## config.mk

```make
export PLATFORM = sky130hd
export DESIGN_NAME = ptl_bridge
export DESIGN_NICKNAME = d
export VERILOG_FILES = /design/src/ptl_pkg.sv /design/src/ptl_beat_plan.sv /design/src/ptl_bridge.sv
export SDC_FILE = /design/constraint.sdc
export NUM_CORES = 2
export LEC_CHECK = 0
export BUFFER_PORTS_ARGS = -buffer_cell sky130_fd_sc_hd__buf_2
export CAP_MARGIN = 30
export CORE_UTILIZATION = 60
export CTS_CLUSTER_DIAMETER = 80
export DETAILED_ROUTE_END_ITERATION = 10
export GPL_ROUTABILITY_DRIVEN = 1
export MAX_ROUTING_LAYER = met4
export PLACE_DENSITY = 0.79
export SLEW_MARGIN = 20
export SYNTH_ARGS = -nofsm -noshare
export SYNTH_HDL_FRONTEND = slang
export SYNTH_SLANG_ARGS = --single-unit
```

## constraint.sdc

```tcl
create_clock -name clock_i -period 5.9 [get_ports clock_i]
set_clock_uncertainty 0.2 [all_clocks]
set_input_delay 0.885 -clock clock_i [delete_from_list [all_inputs] [get_ports clock_i]]
set_output_delay 0.885 -clock clock_i [all_outputs]
set_load 0.005 [all_outputs]
```

## src/ptl_pkg.sv

```systemverilog
// Shared constants, types and register map of the host-to-local bus bridge
package ptl_pkg;
	localparam int NWIN = 5;
	// Host bus command codes
	localparam logic [3:0] CMD_IO_RD       = 4'h2;
	localparam logic [3:0] CMD_IO_WR       = 4'h3;
	localparam logic [3:0] CMD_MEM_RD      = 4'h6;
	localparam logic [3:0] CMD_MEM_WR      = 4'h7;
	localparam logic [3:0] CMD_CFG_RD      = 4'ha;
	localparam logic [3:0] CMD_CFG_WR      = 4'hb;
	localparam logic [3:0] CMD_MEM_RD_MUL  = 4'hc;
	localparam logic [3:0] CMD_MEM_RD_LINE = 4'he;
	localparam logic [3:0] CMD_MEM_WR_INV  = 4'hf;
	// Register port offsets
	localparam logic [7:0] REG_DESC_BASE = 8'h00;
	localparam logic [7:0] REG_MASK_BASE = 8'h20;
	localparam logic [7:0] REG_BAR_BASE  = 8'h40;
	localparam logic [7:0] REG_CTRL      = 8'h60;
	localparam logic [7:0] REG_STAT      = 8'h64;
	// Window descriptor fields
	localparam int DESC_WID_LSB  = 0;
	localparam int DESC_RDY_EN   = 2;
	localparam int DESC_BURST_TERMINATE_N_EN = 3;
	localparam int DESC_WAIT_LSB = 4;
	localparam int DESC_PREF     = 8;
	localparam int DESC_IO       = 9;
	localparam int DESC_EN       = 10;
	localparam int DESC_W        = 11;
	localparam logic [DESC_W-1:0] DESC_RESET = 11'h002;
	localparam logic [31:0]       MASK_RESET = 32'hffff_f000;
	localparam logic [31:0]       BAR_RESET  = 32'h0000_0000;
	// Control fields
	localparam int CTRL_PREF_EN   = 0;
	localparam int CTRL_BAR5_PREF = 1;
	localparam int CTRL_W         = 2;
	localparam logic [CTRL_W-1:0] CTRL_RESET = 2'h0;
	// Configuration space
	localparam logic [5:0] CFG_BAR0_DW  = 6'h04;
	localparam logic [5:0] CFG_BAR5_DW  = 6'h09;
	localparam int         BAR_ADDR_LSB = 4;
	localparam logic [31:0] IO_DECODE_MASK = 32'hffff_fffc;
	// Local bus widths and lanes
	localparam logic [1:0] WID_8  = 2'h0;
	localparam logic [1:0] WID_16 = 2'h1;
	localparam logic [1:0] WID_32 = 2'h2;
	localparam logic [3:0] LANES_LO  = 4'h3;
	localparam logic [3:0] LANES_HI  = 4'hc;
	localparam logic [3:0] LANES_ALL = 4'hf;
	localparam logic [1:0] LANE_HI_HALF = 2'h2;
	// Synchroniser reset: mode low, ready and terminate idle high
	localparam logic [2:0] SYNC_RESET = 3'h3;

	typedef logic [1:0] ptl_width_t;

	typedef enum logic [3:0] {
		LS_IDLE  = 4'b0001,
		LS_ADDR  = 4'b0010,
		LS_DATA  = 4'b0100,
		LS_RECOV = 4'b1000
	} ptl_lstate_t;

	typedef enum logic [4:0] {
		PS_IDLE  = 5'b00001,
		PS_CLAIM = 5'b00010,
		PS_LOCAL = 5'b00100,
		PS_DONE  = 5'b01000,
		PS_TURN  = 5'b10000
	} ptl_pstate_t;

	typedef struct packed {
		logic valid;
		logic write;
		logic cfg;
		logic io;
	} ptl_cmd_t;

	typedef struct packed {
		logic [25:0] word;
		logic [3:0]  lanes;
		logic [31:0] wdata;
		logic        write;
		ptl_width_t  width;
		logic [3:0]  waits;
		logic        rdy_en;
		logic        burst_terminate_n_en;
	} ptl_req_t;

	typedef struct packed {
		logic        ads_n;
		logic        ale;
		logic        last_transfer_n_n;
		logic        wait_n;
		logic        dir;
		logic [3:0]  lbe_n;
		logic        ble_n;
		logic        bhe_n;
		logic [25:0] word;
		logic [1:0]  lowa;
		logic [31:0] lad;
		logic        lad_oe;
	} ptl_lout_t;

	localparam ptl_lout_t LOUT_RESET = '{ads_n: 1'b1, ale: 1'b0, last_transfer_n_n: 1'b1, wait_n: 1'b1,
		dir: 1'b0, lbe_n: 4'hf, ble_n: 1'b1, bhe_n: 1'b1, word: 26'h0, lowa: 2'h0,
		lad: 32'h0, lad_oe: 1'b0};

	function automatic ptl_cmd_t ptl_decode_cmd(input logic [3:0] c);
		ptl_cmd_t r;
		r = '{valid: 1'b1, write: 1'b0, cfg: 1'b0, io: 1'b0};
		case (c)
			CMD_IO_RD: r.io = 1'b1;
			CMD_IO_WR: begin
				r.io = 1'b1;
				r.write = 1'b1;
			end
			CMD_MEM_RD, CMD_MEM_RD_MUL, CMD_MEM_RD_LINE: r.write = 1'b0;
			CMD_MEM_WR, CMD_MEM_WR_INV: r.write = 1'b1;
			CMD_CFG_RD: r.cfg = 1'b1;
			CMD_CFG_WR: begin
				r.cfg = 1'b1;
				r.write = 1'b1;
			end
			default: r.valid = 1'b0;
		endcase
		return r;
	endfunction
endpackage

```

## src/ptl_beat_plan.sv

```systemverilog
// Picks the lanes, lane address and last flag of the next local beat
`timescale 1ns/1ns
`default_nettype none
module ptl_beat_plan (
	// Lanes still to move and local width
	input  wire logic [3:0]         rem_i,
	input  wire ptl_pkg::ptl_width_t width_i,
	// Next beat
	output logic      [3:0]         beat_o,
	output logic      [1:0]         lane_o,
	output logic                    last_o
);
	import ptl_pkg::*;

	always_comb begin
		beat_o = rem_i;
		lane_o = 2'h0;
		if (width_i == WID_8) begin
			beat_o = 4'h0;
			for (int i = 3; i >= 0; i--) begin
				if (rem_i[i]) begin
					beat_o = 4'h1 << i;
					lane_o = 2'(i);
				end
			end
		end else if (width_i == WID_16) begin
			if ((rem_i & LANES_LO) != 4'h0) begin
				beat_o = rem_i & LANES_LO;
			end else begin
				beat_o = rem_i & LANES_HI;
				lane_o = LANE_HI_HALF;
			end
		end
		last_o = (rem_i & ~beat_o) == 4'h0;
	end
endmodule
`default_nettype wire

```

## src/ptl_bridge.sv

```systemverilog
// Host bus target bridging onto a programmable local bus master
// What this block does
// Accept I/O, memory, configuration reads and writes
// Alias extended memory commands to plain memory
// Honour byte, word and longword access sizes
// I/O decode ignores two lowest address bits
// Target ready inserts host wait states
// Host byte n sits on lane n
// Base window prefetch bit from local settings
// Own prefetching off until enabled locally
// Split longword into bytes for 8-bit windows
// Split longword into halfwords for 16-bit windows
// 8-bit writes stop at first lane gap
// Host splits nonadjacent 8-bit accesses itself
// Unlimited bursts, width from hit window; the bridge disconnects after one data phase instead
// Access runs strobe through last-transfer end
// Address state drives strobe, latch, address
// Idle, address, data/wait, recovery per local clock
// Last-transfer low through final data state
// Recovery state only in multiplexed mode
// Slave ready or internal counter stretches data
// Local signals act on local clock rise
// Non-multiplexed: address lines, data-only shared bus
// Narrow data low lanes, writes replicated
// Multiplexed address phase, low bits from selects
// Mode pin picks multiplexed or dedicated bus
// Direction valid in address phase
// Local signals cross via two-flop synchronisers
//
// Chosen here: the register offsets and the address-and-strobe port.
`timescale 1ns/1ns
`default_nettype none
module ptl_bridge (
	// Clock and reset
	input  wire logic        clock_i,
	input  wire logic        rst_b_i,
	// Host bus
	input  wire logic        host_frame_n_i,
	input  wire logic        host_irdy_n_i,
	input  wire logic        host_idsel_i,
	input  wire logic [31:0] host_ad_i,
	input  wire logic [3:0]  host_cbe_n_i,
	output logic      [31:0] host_ad_o,
	output logic             host_ad_oe_o,
	output logic             host_trdy_n_o,
	output logic             host_devsel_n_o,
	output logic             host_stop_n_o,
	output logic             host_ctl_oe_o,
	// Register port
	input  wire logic [7:0]  reg_addr_i,
	input  wire logic [31:0] reg_wdata_i,
	input  wire logic        reg_wr_i,
	input  wire logic        reg_rd_i,
	output logic      [31:0] reg_rdata_o,
	// Local bus inputs
	input  wire logic        local_clock_i,
	input  wire logic        bus_mode_i,
	input  wire logic        slave_ready_in_n_i,
	input  wire logic        burst_terminate_n_i,
	input  wire logic [31:0] local_shared_bus_i,
	// Local bus outputs
	output logic      [31:0] local_shared_bus_o,
	output logic             local_shared_bus_oe_o,
	output logic      [27:2] local_address_lines_o,
	output logic      [1:0]  local_low_addr_o,
	output logic      [3:0]  local_byte_selects_n_o,
	output logic             low_byte_select_n_o,
	output logic             high_byte_select_n_o,
	output logic             addr_strobe_n_o,
	output logic             addr_latch_o,
	output logic             last_transfer_n_o,
	output logic             internal_wait_out_n_o,
	output logic             transfer_direction_o
);
	import ptl_pkg::*;

	logic [2:0]        local_clock_sync_q;
	logic [2:0]        ctl_s1_q;
	logic [2:0]        ctl_s2_q;
	logic [31:0]       lad_s1_q;
	logic [31:0]       lad_s2_q;
	logic              local_clock_rise;
	logic              mode_q;
	logic              rdy_n_q;
	logic              burst_terminate_n_n_q;
	logic [DESC_W-1:0] desc_q [NWIN];
	logic [31:0]       mask_q [NWIN];
	logic [31:0]       base_q [NWIN];
	logic [CTRL_W-1:0] ctrl_q;
	logic [31:0]       reg_rdata_q;
	logic [3:0]        dwin;
	logic [3:0]        mwin;
	logic [3:0]        bwin;
	ptl_pstate_t       ps_q;
	ptl_cmd_t          cmd_q;
	ptl_cmd_t          cmd_now;
	logic              frame_n_prev_q;
	logic              hit_now;
	logic [2:0]        win_now;
	logic [2:0]        win_q;
	logic [31:0]       haddr_q;
	logic [31:0]       host_rdata_q;
	logic [31:0]       cfg_rdata;
	logic [DESC_W-1:0] wdesc;
	logic [3:0]        lanes_now;
	ptl_req_t          lreq_q;
	logic              req_q;
	ptl_lstate_t       ls_q;
	logic [3:0]        rem_q;
	logic [3:0]        wcnt_q;
	logic [31:0]       rd_acc_q;
	logic              done_q;
	logic [3:0]        beat;
	logic [1:0]        lane;
	logic              beat_last;
	logic              beat_done;
	ptl_lout_t         lout_q;

	function automatic logic [3:0] reg_win(input logic [7:0] a, input logic [7:0] b);
		logic [7:0] off;
		off = a - b;
		return {(a >= b) && (off < 8'(4 * NWIN)) && (off[1:0] == 2'h0), off[4:2]};
	endfunction

	function automatic logic win_match(input logic [31:0] a, input logic [31:0] b,
			input logic [31:0] m, input logic [DESC_W-1:0] d, input logic io_cmd);
		logic [31:0] cm;
		cm = io_cmd ? (m & IO_DECODE_MASK) : m;
		return d[DESC_EN] && (d[DESC_IO] == io_cmd) && ((a & cm) == (b & cm));
	endfunction

	// Lanes up to the first gap; later lanes would get a wrong byte address
	function automatic logic [3:0] first_run(input logic [3:0] l);
		logic [3:0] r;
		logic       seen;
		logic       gap;
		r = 4'h0;
		seen = 1'b0;
		gap = 1'b0;
		for (int i = 0; i < 4; i++) begin
			if (l[i] && !gap) begin
				r[i] = 1'b1;
				seen = 1'b1;
			end else if (seen && !l[i]) begin
				gap = 1'b1;
			end
		end
		return r;
	endfunction

	// Host lane i comes from local lane i, its half, or the low byte
	function automatic logic [7:0] pick_byte(input logic [31:0] d, input ptl_width_t w, input int i);
		if (w == WID_8)
			return d[7:0];
		else if (w == WID_16)
			return d[(i % 2) * 8 +: 8];
		return d[i * 8 +: 8];
	endfunction

	function automatic logic [31:0] replicate(input logic [31:0] d, input ptl_width_t w,
			input logic [1:0] ln);
		if (w == WID_8)
			return {4{d[ln * 8 +: 8]}};
		else if (w == WID_16)
			return {2{d[ln * 8 +: 16]}};
		return d;
	endfunction

	// Local clock, strap and handshake inputs arrive from outside this clock
	always_ff @(posedge clock_i) begin
		if (!rst_b_i) begin
			local_clock_sync_q <= 3'h0;
			ctl_s1_q <= SYNC_RESET;
			ctl_s2_q <= SYNC_RESET;
			lad_s1_q <= 32'h0;
			lad_s2_q <= 32'h0;
		end else begin
			local_clock_sync_q <= {local_clock_sync_q[1:0], local_clock_i};
			ctl_s1_q <= {bus_mode_i, slave_ready_in_n_i, burst_terminate_n_i};
			ctl_s2_q <= ctl_s1_q;
			lad_s1_q <= local_shared_bus_i;
			lad_s2_q <= lad_s1_q;
		end
	end
	assign local_clock_rise = local_clock_sync_q[1] & ~local_clock_sync_q[2];
	assign mode_q = ctl_s2_q[2];
	assign rdy_n_q = ctl_s2_q[1];
	assign burst_terminate_n_n_q = ctl_s2_q[0];

	assign dwin = reg_win(reg_addr_i, REG_DESC_BASE);
	assign mwin = reg_win(reg_addr_i, REG_MASK_BASE);
	assign bwin = reg_win(reg_addr_i, REG_BAR_BASE);

	always_ff @(posedge clock_i) begin
		if (!rst_b_i) begin
			for (int k = 0; k < NWIN; k++) begin
				desc_q[k] <= DESC_RESET;
				mask_q[k] <= MASK_RESET;
			end
			ctrl_q <= CTRL_RESET;
		end else if (reg_wr_i) begin
			if (dwin[3])
				desc_q[dwin[2:0]] <= reg_wdata_i[DESC_W-1:0];
			else if (mwin[3])
				mask_q[mwin[2:0]] <= reg_wdata_i;
			else if (reg_addr_i == REG_CTRL)
				ctrl_q <= reg_wdata_i[CTRL_W-1:0];
		end
	end

	always_ff @(posedge clock_i) begin
		if (!rst_b_i) begin
			reg_rdata_q <= 32'h0;
		end else begin
			reg_rdata_q <= 32'h0;
			if (reg_rd_i) begin
				if (dwin[3])
					reg_rdata_q <= 32'(desc_q[dwin[2:0]]);
				else if (mwin[3])
					reg_rdata_q <= mask_q[mwin[2:0]];
				else if (bwin[3])
					reg_rdata_q <= base_q[bwin[2:0]];
				else if (reg_addr_i == REG_CTRL)
					reg_rdata_q <= 32'(ctrl_q);
				else if (reg_addr_i == REG_STAT)
					reg_rdata_q <= 32'({mode_q, ls_q, ps_q});
			end
		end
	end
	assign reg_rdata_o = reg_rdata_q;

	// Address phase decode; lowest matching window wins
	always_comb begin
		cmd_now = ptl_decode_cmd(host_cbe_n_i);
		hit_now = 1'b0;
		win_now = 3'h0;
		for (int k = NWIN - 1; k >= 0; k--) begin
			if (win_match(host_ad_i, base_q[k], mask_q[k], desc_q[k], cmd_now.io)) begin
				hit_now = 1'b1;
				win_now = 3'(k);
			end
		end
		if (cmd_now.cfg)
			hit_now = host_idsel_i;
		if (!cmd_now.valid)
			hit_now = 1'b0;
	end

	always_comb begin
		cfg_rdata = 32'h0;
		for (int k = 0; k < NWIN; k++) begin
			if (haddr_q[7:2] == CFG_BAR0_DW + 6'(k))
				cfg_rdata = {base_q[k][31:BAR_ADDR_LSB], desc_q[k][DESC_PREF], 2'h0,
					desc_q[k][DESC_IO]};
		end
		if (haddr_q[7:2] == CFG_BAR5_DW)
			cfg_rdata = {28'h0, ctrl_q[CTRL_BAR5_PREF], 3'h0};
	end

	always_comb begin
		wdesc = desc_q[win_q];
		lanes_now = ~host_cbe_n_i;
		if (cmd_q.write && wdesc[DESC_WID_LSB +: 2] == WID_8)
			lanes_now = first_run(lanes_now);
		else if (!cmd_q.write && !cmd_q.io && ctrl_q[CTRL_PREF_EN]
				&& wdesc[DESC_WID_LSB +: 2] == WID_32)
			lanes_now = LANES_ALL;
	end

	always_ff @(posedge clock_i) begin
		if (!rst_b_i) begin
			for (int k = 0; k < NWIN; k++)
				base_q[k] <= BAR_RESET;
		end else if (ps_q == PS_CLAIM && !host_irdy_n_i && cmd_q.cfg && cmd_q.write) begin
			for (int k = 0; k < NWIN; k++) begin
				if (haddr_q[7:2] == CFG_BAR0_DW + 6'(k))
					base_q[k] <= host_ad_i & mask_q[k];
			end
		end
	end

	// Host target: one data phase per transaction, then disconnect
	always_ff @(posedge clock_i) begin
		if (!rst_b_i) begin
			ps_q <= PS_IDLE;
			frame_n_prev_q <= 1'b1;
			cmd_q <= '{valid: 1'b0, write: 1'b0, cfg: 1'b0, io: 1'b0};
			win_q <= 3'h0;
			haddr_q <= 32'h0;
			host_rdata_q <= 32'h0;
			req_q <= 1'b0;
			lreq_q <= '0;
		end else begin
			frame_n_prev_q <= host_frame_n_i;
			case (ps_q)
				PS_IDLE: if (!host_frame_n_i && frame_n_prev_q && hit_now) begin
					cmd_q <= cmd_now;
					haddr_q <= host_ad_i;
					win_q <= win_now;
					ps_q <= PS_CLAIM;
				end
				PS_CLAIM: if (!host_irdy_n_i) begin
					if (cmd_q.cfg) begin
						host_rdata_q <= cfg_rdata;
						ps_q <= PS_DONE;
					end else begin
						lreq_q.word <= 26'((haddr_q & ~mask_q[win_q]) >> 2);
						lreq_q.lanes <= lanes_now;
						lreq_q.wdata <= host_ad_i;
						lreq_q.write <= cmd_q.write;
						lreq_q.width <= wdesc[DESC_WID_LSB +: 2];
						lreq_q.waits <= wdesc[DESC_WAIT_LSB +: 4];
						lreq_q.rdy_en <= wdesc[DESC_RDY_EN];
						lreq_q.burst_terminate_n_en <= wdesc[DESC_BURST_TERMINATE_N_EN];
						req_q <= 1'b1;
						ps_q <= PS_LOCAL;
					end
				end
				PS_LOCAL: if (done_q) begin
					host_rdata_q <= rd_acc_q;
					req_q <= 1'b0;
					ps_q <= PS_DONE;
				end
				PS_DONE: ps_q <= PS_TURN;
				PS_TURN: if (host_frame_n_i)
					ps_q <= PS_IDLE;
				default: ps_q <= PS_IDLE;
			endcase
		end
	end

	// Wait states held by target ready until the data is in hand
	assign host_trdy_n_o = ps_q != PS_DONE;
	assign host_stop_n_o = !(ps_q == PS_DONE || ps_q == PS_TURN);
	assign host_devsel_n_o = ps_q == PS_IDLE;
	assign host_ctl_oe_o = ps_q != PS_IDLE;
	assign host_ad_o = host_rdata_q;
	assign host_ad_oe_o = ps_q == PS_DONE && !cmd_q.write;

	ptl_beat_plan u_plan (
		.rem_i   (rem_q),
		.width_i (lreq_q.width),
		.beat_o  (beat),
		.lane_o  (lane),
		.last_o  (beat_last)
	);

	// Terminate overrides ready; neither is looked at while the counter runs
	assign beat_done = (lreq_q.burst_terminate_n_en && !burst_terminate_n_n_q) || !lreq_q.rdy_en || !rdy_n_q;

	always_ff @(posedge clock_i) begin
		if (!rst_b_i) begin
			ls_q <= LS_IDLE;
			rem_q <= 4'h0;
			wcnt_q <= 4'h0;
			rd_acc_q <= 32'h0;
			done_q <= 1'b0;
		end else begin
			if (!req_q)
				done_q <= 1'b0;
			if (local_clock_rise) begin
				case (ls_q)
					LS_IDLE: if (req_q && !done_q) begin
						rem_q <= lreq_q.lanes;
						rd_acc_q <= 32'h0;
						ls_q <= LS_ADDR;
					end
					LS_ADDR: begin
						wcnt_q <= lreq_q.waits;
						ls_q <= LS_DATA;
					end
					LS_DATA: if (wcnt_q != 4'h0) begin
						wcnt_q <= wcnt_q - 4'h1;
					end else if (beat_done) begin
						for (int i = 0; i < 4; i++) begin
							if (beat[i] && !lreq_q.write)
								rd_acc_q[i * 8 +: 8] <= pick_byte(lad_s2_q, lreq_q.width, i);
						end
						rem_q <= rem_q & ~beat;
						wcnt_q <= lreq_q.waits;
						if (beat_last) begin
							done_q <= 1'b1;
							ls_q <= mode_q ? LS_RECOV : LS_IDLE;
						end
					end
					LS_RECOV: ls_q <= LS_IDLE;
					default: ls_q <= LS_IDLE;
				endcase
			end
		end
	end

	// Pins follow the state one clock later, all together
	always_ff @(posedge clock_i) begin
		if (!rst_b_i) begin
			lout_q <= LOUT_RESET;
		end else begin
			lout_q.ads_n <= ls_q != LS_ADDR;
			lout_q.ale <= ls_q == LS_ADDR;
			lout_q.last_transfer_n_n <= !(ls_q == LS_DATA && beat_last);
			lout_q.wait_n <= !(ls_q == LS_DATA && wcnt_q != 4'h0);
			lout_q.dir <= lreq_q.write;
			lout_q.word <= lreq_q.word;
			lout_q.lowa <= lane;
			lout_q.lbe_n <= ~beat;
			lout_q.ble_n <= !(beat[0] | beat[2]);
			lout_q.bhe_n <= !(beat[1] | beat[3]);
			lout_q.lad_oe <= 1'b0;
			if (ls_q == LS_ADDR && mode_q) begin
				lout_q.lad <= {4'h0, lreq_q.word, ~beat[1:0]};
				lout_q.lad_oe <= 1'b1;
			end else if (ls_q == LS_DATA && lreq_q.write) begin
				lout_q.lad <= replicate(lreq_q.wdata, lreq_q.width, lane);
				lout_q.lad_oe <= 1'b1;
			end
		end
	end

	assign addr_strobe_n_o = lout_q.ads_n;
	assign addr_latch_o = lout_q.ale;
	assign last_transfer_n_o = lout_q.last_transfer_n_n;
	assign internal_wait_out_n_o = lout_q.wait_n;
	assign transfer_direction_o = lout_q.dir;
	assign local_address_lines_o = lout_q.word;
	assign local_low_addr_o = lout_q.lowa;
	assign local_byte_selects_n_o = lout_q.lbe_n;
	assign low_byte_select_n_o = lout_q.ble_n;
	assign high_byte_select_n_o = lout_q.bhe_n;
	assign local_shared_bus_o = lout_q.lad;
	assign local_shared_bus_oe_o = lout_q.lad_oe;
endmodule
`default_nettype wire

```

==> flow_summary.ini <==
[sta]
maxSlewHeadroom_pct = 22.7
finalSetupViolations = 0
min_period_ns = 4.05
worst_pin_slew_ns = 1.16
maxSlewViolCount = 0
max_freq_mhz = 247
finalSetupTns_ns = 0
rsz0062_at_grt = false
hold_viol = 0
fin_crit_sh_pct = 68.7
hold_ws_ns = 0.213

[routing]
drtAntennaViolNets = 0
vias_per_cell = 6.75
drtIter0Drc = 5452
dr.pass1.iters = 8
routed_wl_um = 140000
drc_errors = 0
num_vias = 31500
avgRoutedWirePerCell_um = 30.0

[grt]
grt_usage_pct = 41.2
gr-total-overflow = 0
grt_max_degree = 161
met3_usage_pct = 13.2
grt_pass1_vias = 29600
top_usage_layer = met2
grt_first_pass_wirelength_um = 202000
grtUsageMet2_pct = 59.1
antenna_found_initial = 20
grt_use_met1_pct = 52.4

[place]
placed_cell_area_mm2 = 0.0438
routabilityCongestion = 1.02
hpwl_um = 96900
portBuffers = 259
dp.cells = 4477

[finish]
final_layout_size_suffix_gt1_share_pct = 19.7
fin_area_mm2 = 0.0469
seq_area_mm2 = 0.0225
nFillCells = 4739
instances_no_fill = 4670
final_nets = 3818
synthToLayoutAreaGrowth_pct = 13.6
multi_input_area_mm2 = 0.0182

[critical_path]
end_kind = flop
critPathArrivalTime_ns = 4.17
cp_slowest_cell = o21ai_4
r2r.worst_path.cells = 7
worst_setup_path_start_kind = flop
critPathMaxStageDelay_ns = 0.82
critPathKind = reg -> reg
cp_top_family = simple AND/OR/NAND/NOR gates
path_max_fanout = 17
cp_cell_sequence = nor3_1, nor4b_2, nand4_1, nor2_1, nand2_1, o21ai_4, buf_4
path_buf_inv = 1
worstPathRequired_ns = 6.02
path_depth = 7
reg2reg_slack_ns = 1.85

[clock_tree]
clk_latency_ns = 0.67
cts.path.max_buffers = 3
root_buffer = clkbuf_16
tritoncts = built
post_cts_buffers = 0
ctsResizeCount = 0
path_clk_slew_ns = 0.06
cts_buffers = 90
cts.sinks = 873
h-tree-depth = 3
postCtsHoldBufs = 0

[synth]
yosys.area.top_type = edfxtp_1
synth-main-ff-cell = edfxtp_1
synth_seq_cells = 873
yosys-top-cells-area = edfxtp_1 37%, dfxtp_1 18%, mux4_2 12%
synthArstFlopShare_pct = 0
ys_warn_count = 0
syn-instance-count = 3427
synth_commonest_cells = 504 x edfxtp_1, 369 x dfxtp_1, 341 x nand2_1, 237 x and2_1, 217 x mux4_2
ys_seq_area_share_pct = 54.5
synth_top_area_share_pct = 36.6
netlist_area_mm2 = 0.0413
synth.avg_cell_area_um2 = 12.1
synth_edf_count = 504
post-synth-top-count-cell = edfxtp_1
synth_cell_type_count = 72

[pwr]
irDropWorstVdd_mv = 0.244
finalPower_mw = 13.7
powerDensity_mw_per_mm2 = 292
power.leakage_nw = 17.6

[floorplanning]
core-area_mm2 = 0.0676
initial_core_util_pct = 61.1
die_area_mm2 = 0.0700
die_h_um = 264
ios = 260
std_cell_rows = 95
die_w_um = 264

[min_path]
holdPathStages = 1
hold_path_class = reg -> reg

[flow_run]
drv_cap = 0

[status]
status = completed
path summary, 6_finish.rpt:
check / start / to
max: ps_q[3] / base_q[1][17]
min: ctl_s1_q[1] / ctl_s2_q[1]
max reg2reg: ps_q[3] / base_q[1][17]
min reg2reg: ctl_s1_q[1] / ctl_s2_q[1]
cell families after synthesis:
logic type | share of synthesized area [%]
adder cells (fa/ha/maj) | 0.0605
AO/OA/AOI/OAI | 7.93
XOR/XNOR | 2.58
multiplexers | 16.8
AND/OR/NAND/NOR | 15.1
flip-flops | 54.5
buffers and inverters | 3.05
other | 0.00907
cells in the final DEF, fill, tap and decap left out, types with 20 or more instances in the layout:
cell and n:
nand2b_1 42, nand4_1 33, clkbuf_16 92, and3_1 167, o211ai_1 49, edfxtp_1 504, o21ai_0 116, a21oi_1 134
nor2_1 149, and2_1 237, inv_1 20, buf_4 63, nand3b_1 39, a22oi_1 98, mux2i_1 198, o22ai_1 44
nand3_1 43, diode_2 24, conb_1 129, or3_1 86, xor2_1 121, buf_2 255, nand2_1 340, dfxtp_1 363
mux4_2 217
area by class of cell:
| cell class | count | area share [%] |
|---|---|---|
| Clock inverter | 45 | 1.04 |
| Multi-Input combinational cell | 2382 | 38.8 |
| Clock buffer | 123 | 5.47 |
| Tap cell | 873 | 2.33 |
| Sequential cell | 873 | 48.0 |
| Inverter | 23 | 0.195 |
| Timing Repair Buffer | 327 | 4.09 |
| Antenna cell | 24 | 0.128 |
metrics by stage:
step           setup WS [ns]  utilization [%]
6_report                1.85             69.4
3_5_place_dp            1.59             64.8
5_1_grt                 1.77             69.4
2_1_floorplan          0.420                -
4_1_cts                 1.96             69.3
3_3_place_gp            1.22             64.6
sequential cells by signal (all words and copies together), names as in the netlist, 4 cells and up, named ones only:
signal / count
lad_s1_q: 32
desc_q: 88
mask_q: 256
haddr_q: 26
host_ad_o: 32
lad_s2_q: 32
wcnt_q: 4
ps_q: 5
ls_q: 4
base_q: 160
local_shared_bus_o: 32
local_byte_selects_n_o: 4
lreq_q: 71
rem_q: 4
reg_rdata_o: 32
rd_acc_q: 32
local_address_lines_o: 26
layer usage:
metal,vias to the layer above,wire length (um)
met5,-,0
met2,2506,62000
li1,13200,-
met1,15300,49000
met4,0,8320
met3,497,21000
power by group:
group | internal (mW) | switching, mW
Sequential | 6.66 | 0.199
Clock | 3.41 | 2.49
Combinational | 0.357 | 0.589
worst reg2reg max path: stages, from the launching register on:
cell,delay [ns]
dfxtp_1,0.44
nor3_1,0.45
nor4b_2,0.54
nand4_1,0.44
nor2_1,0.20
nand2_1,0.15
o21ai_4,0.82
buf_4,0.47
(Power assumes the default switching activity.)
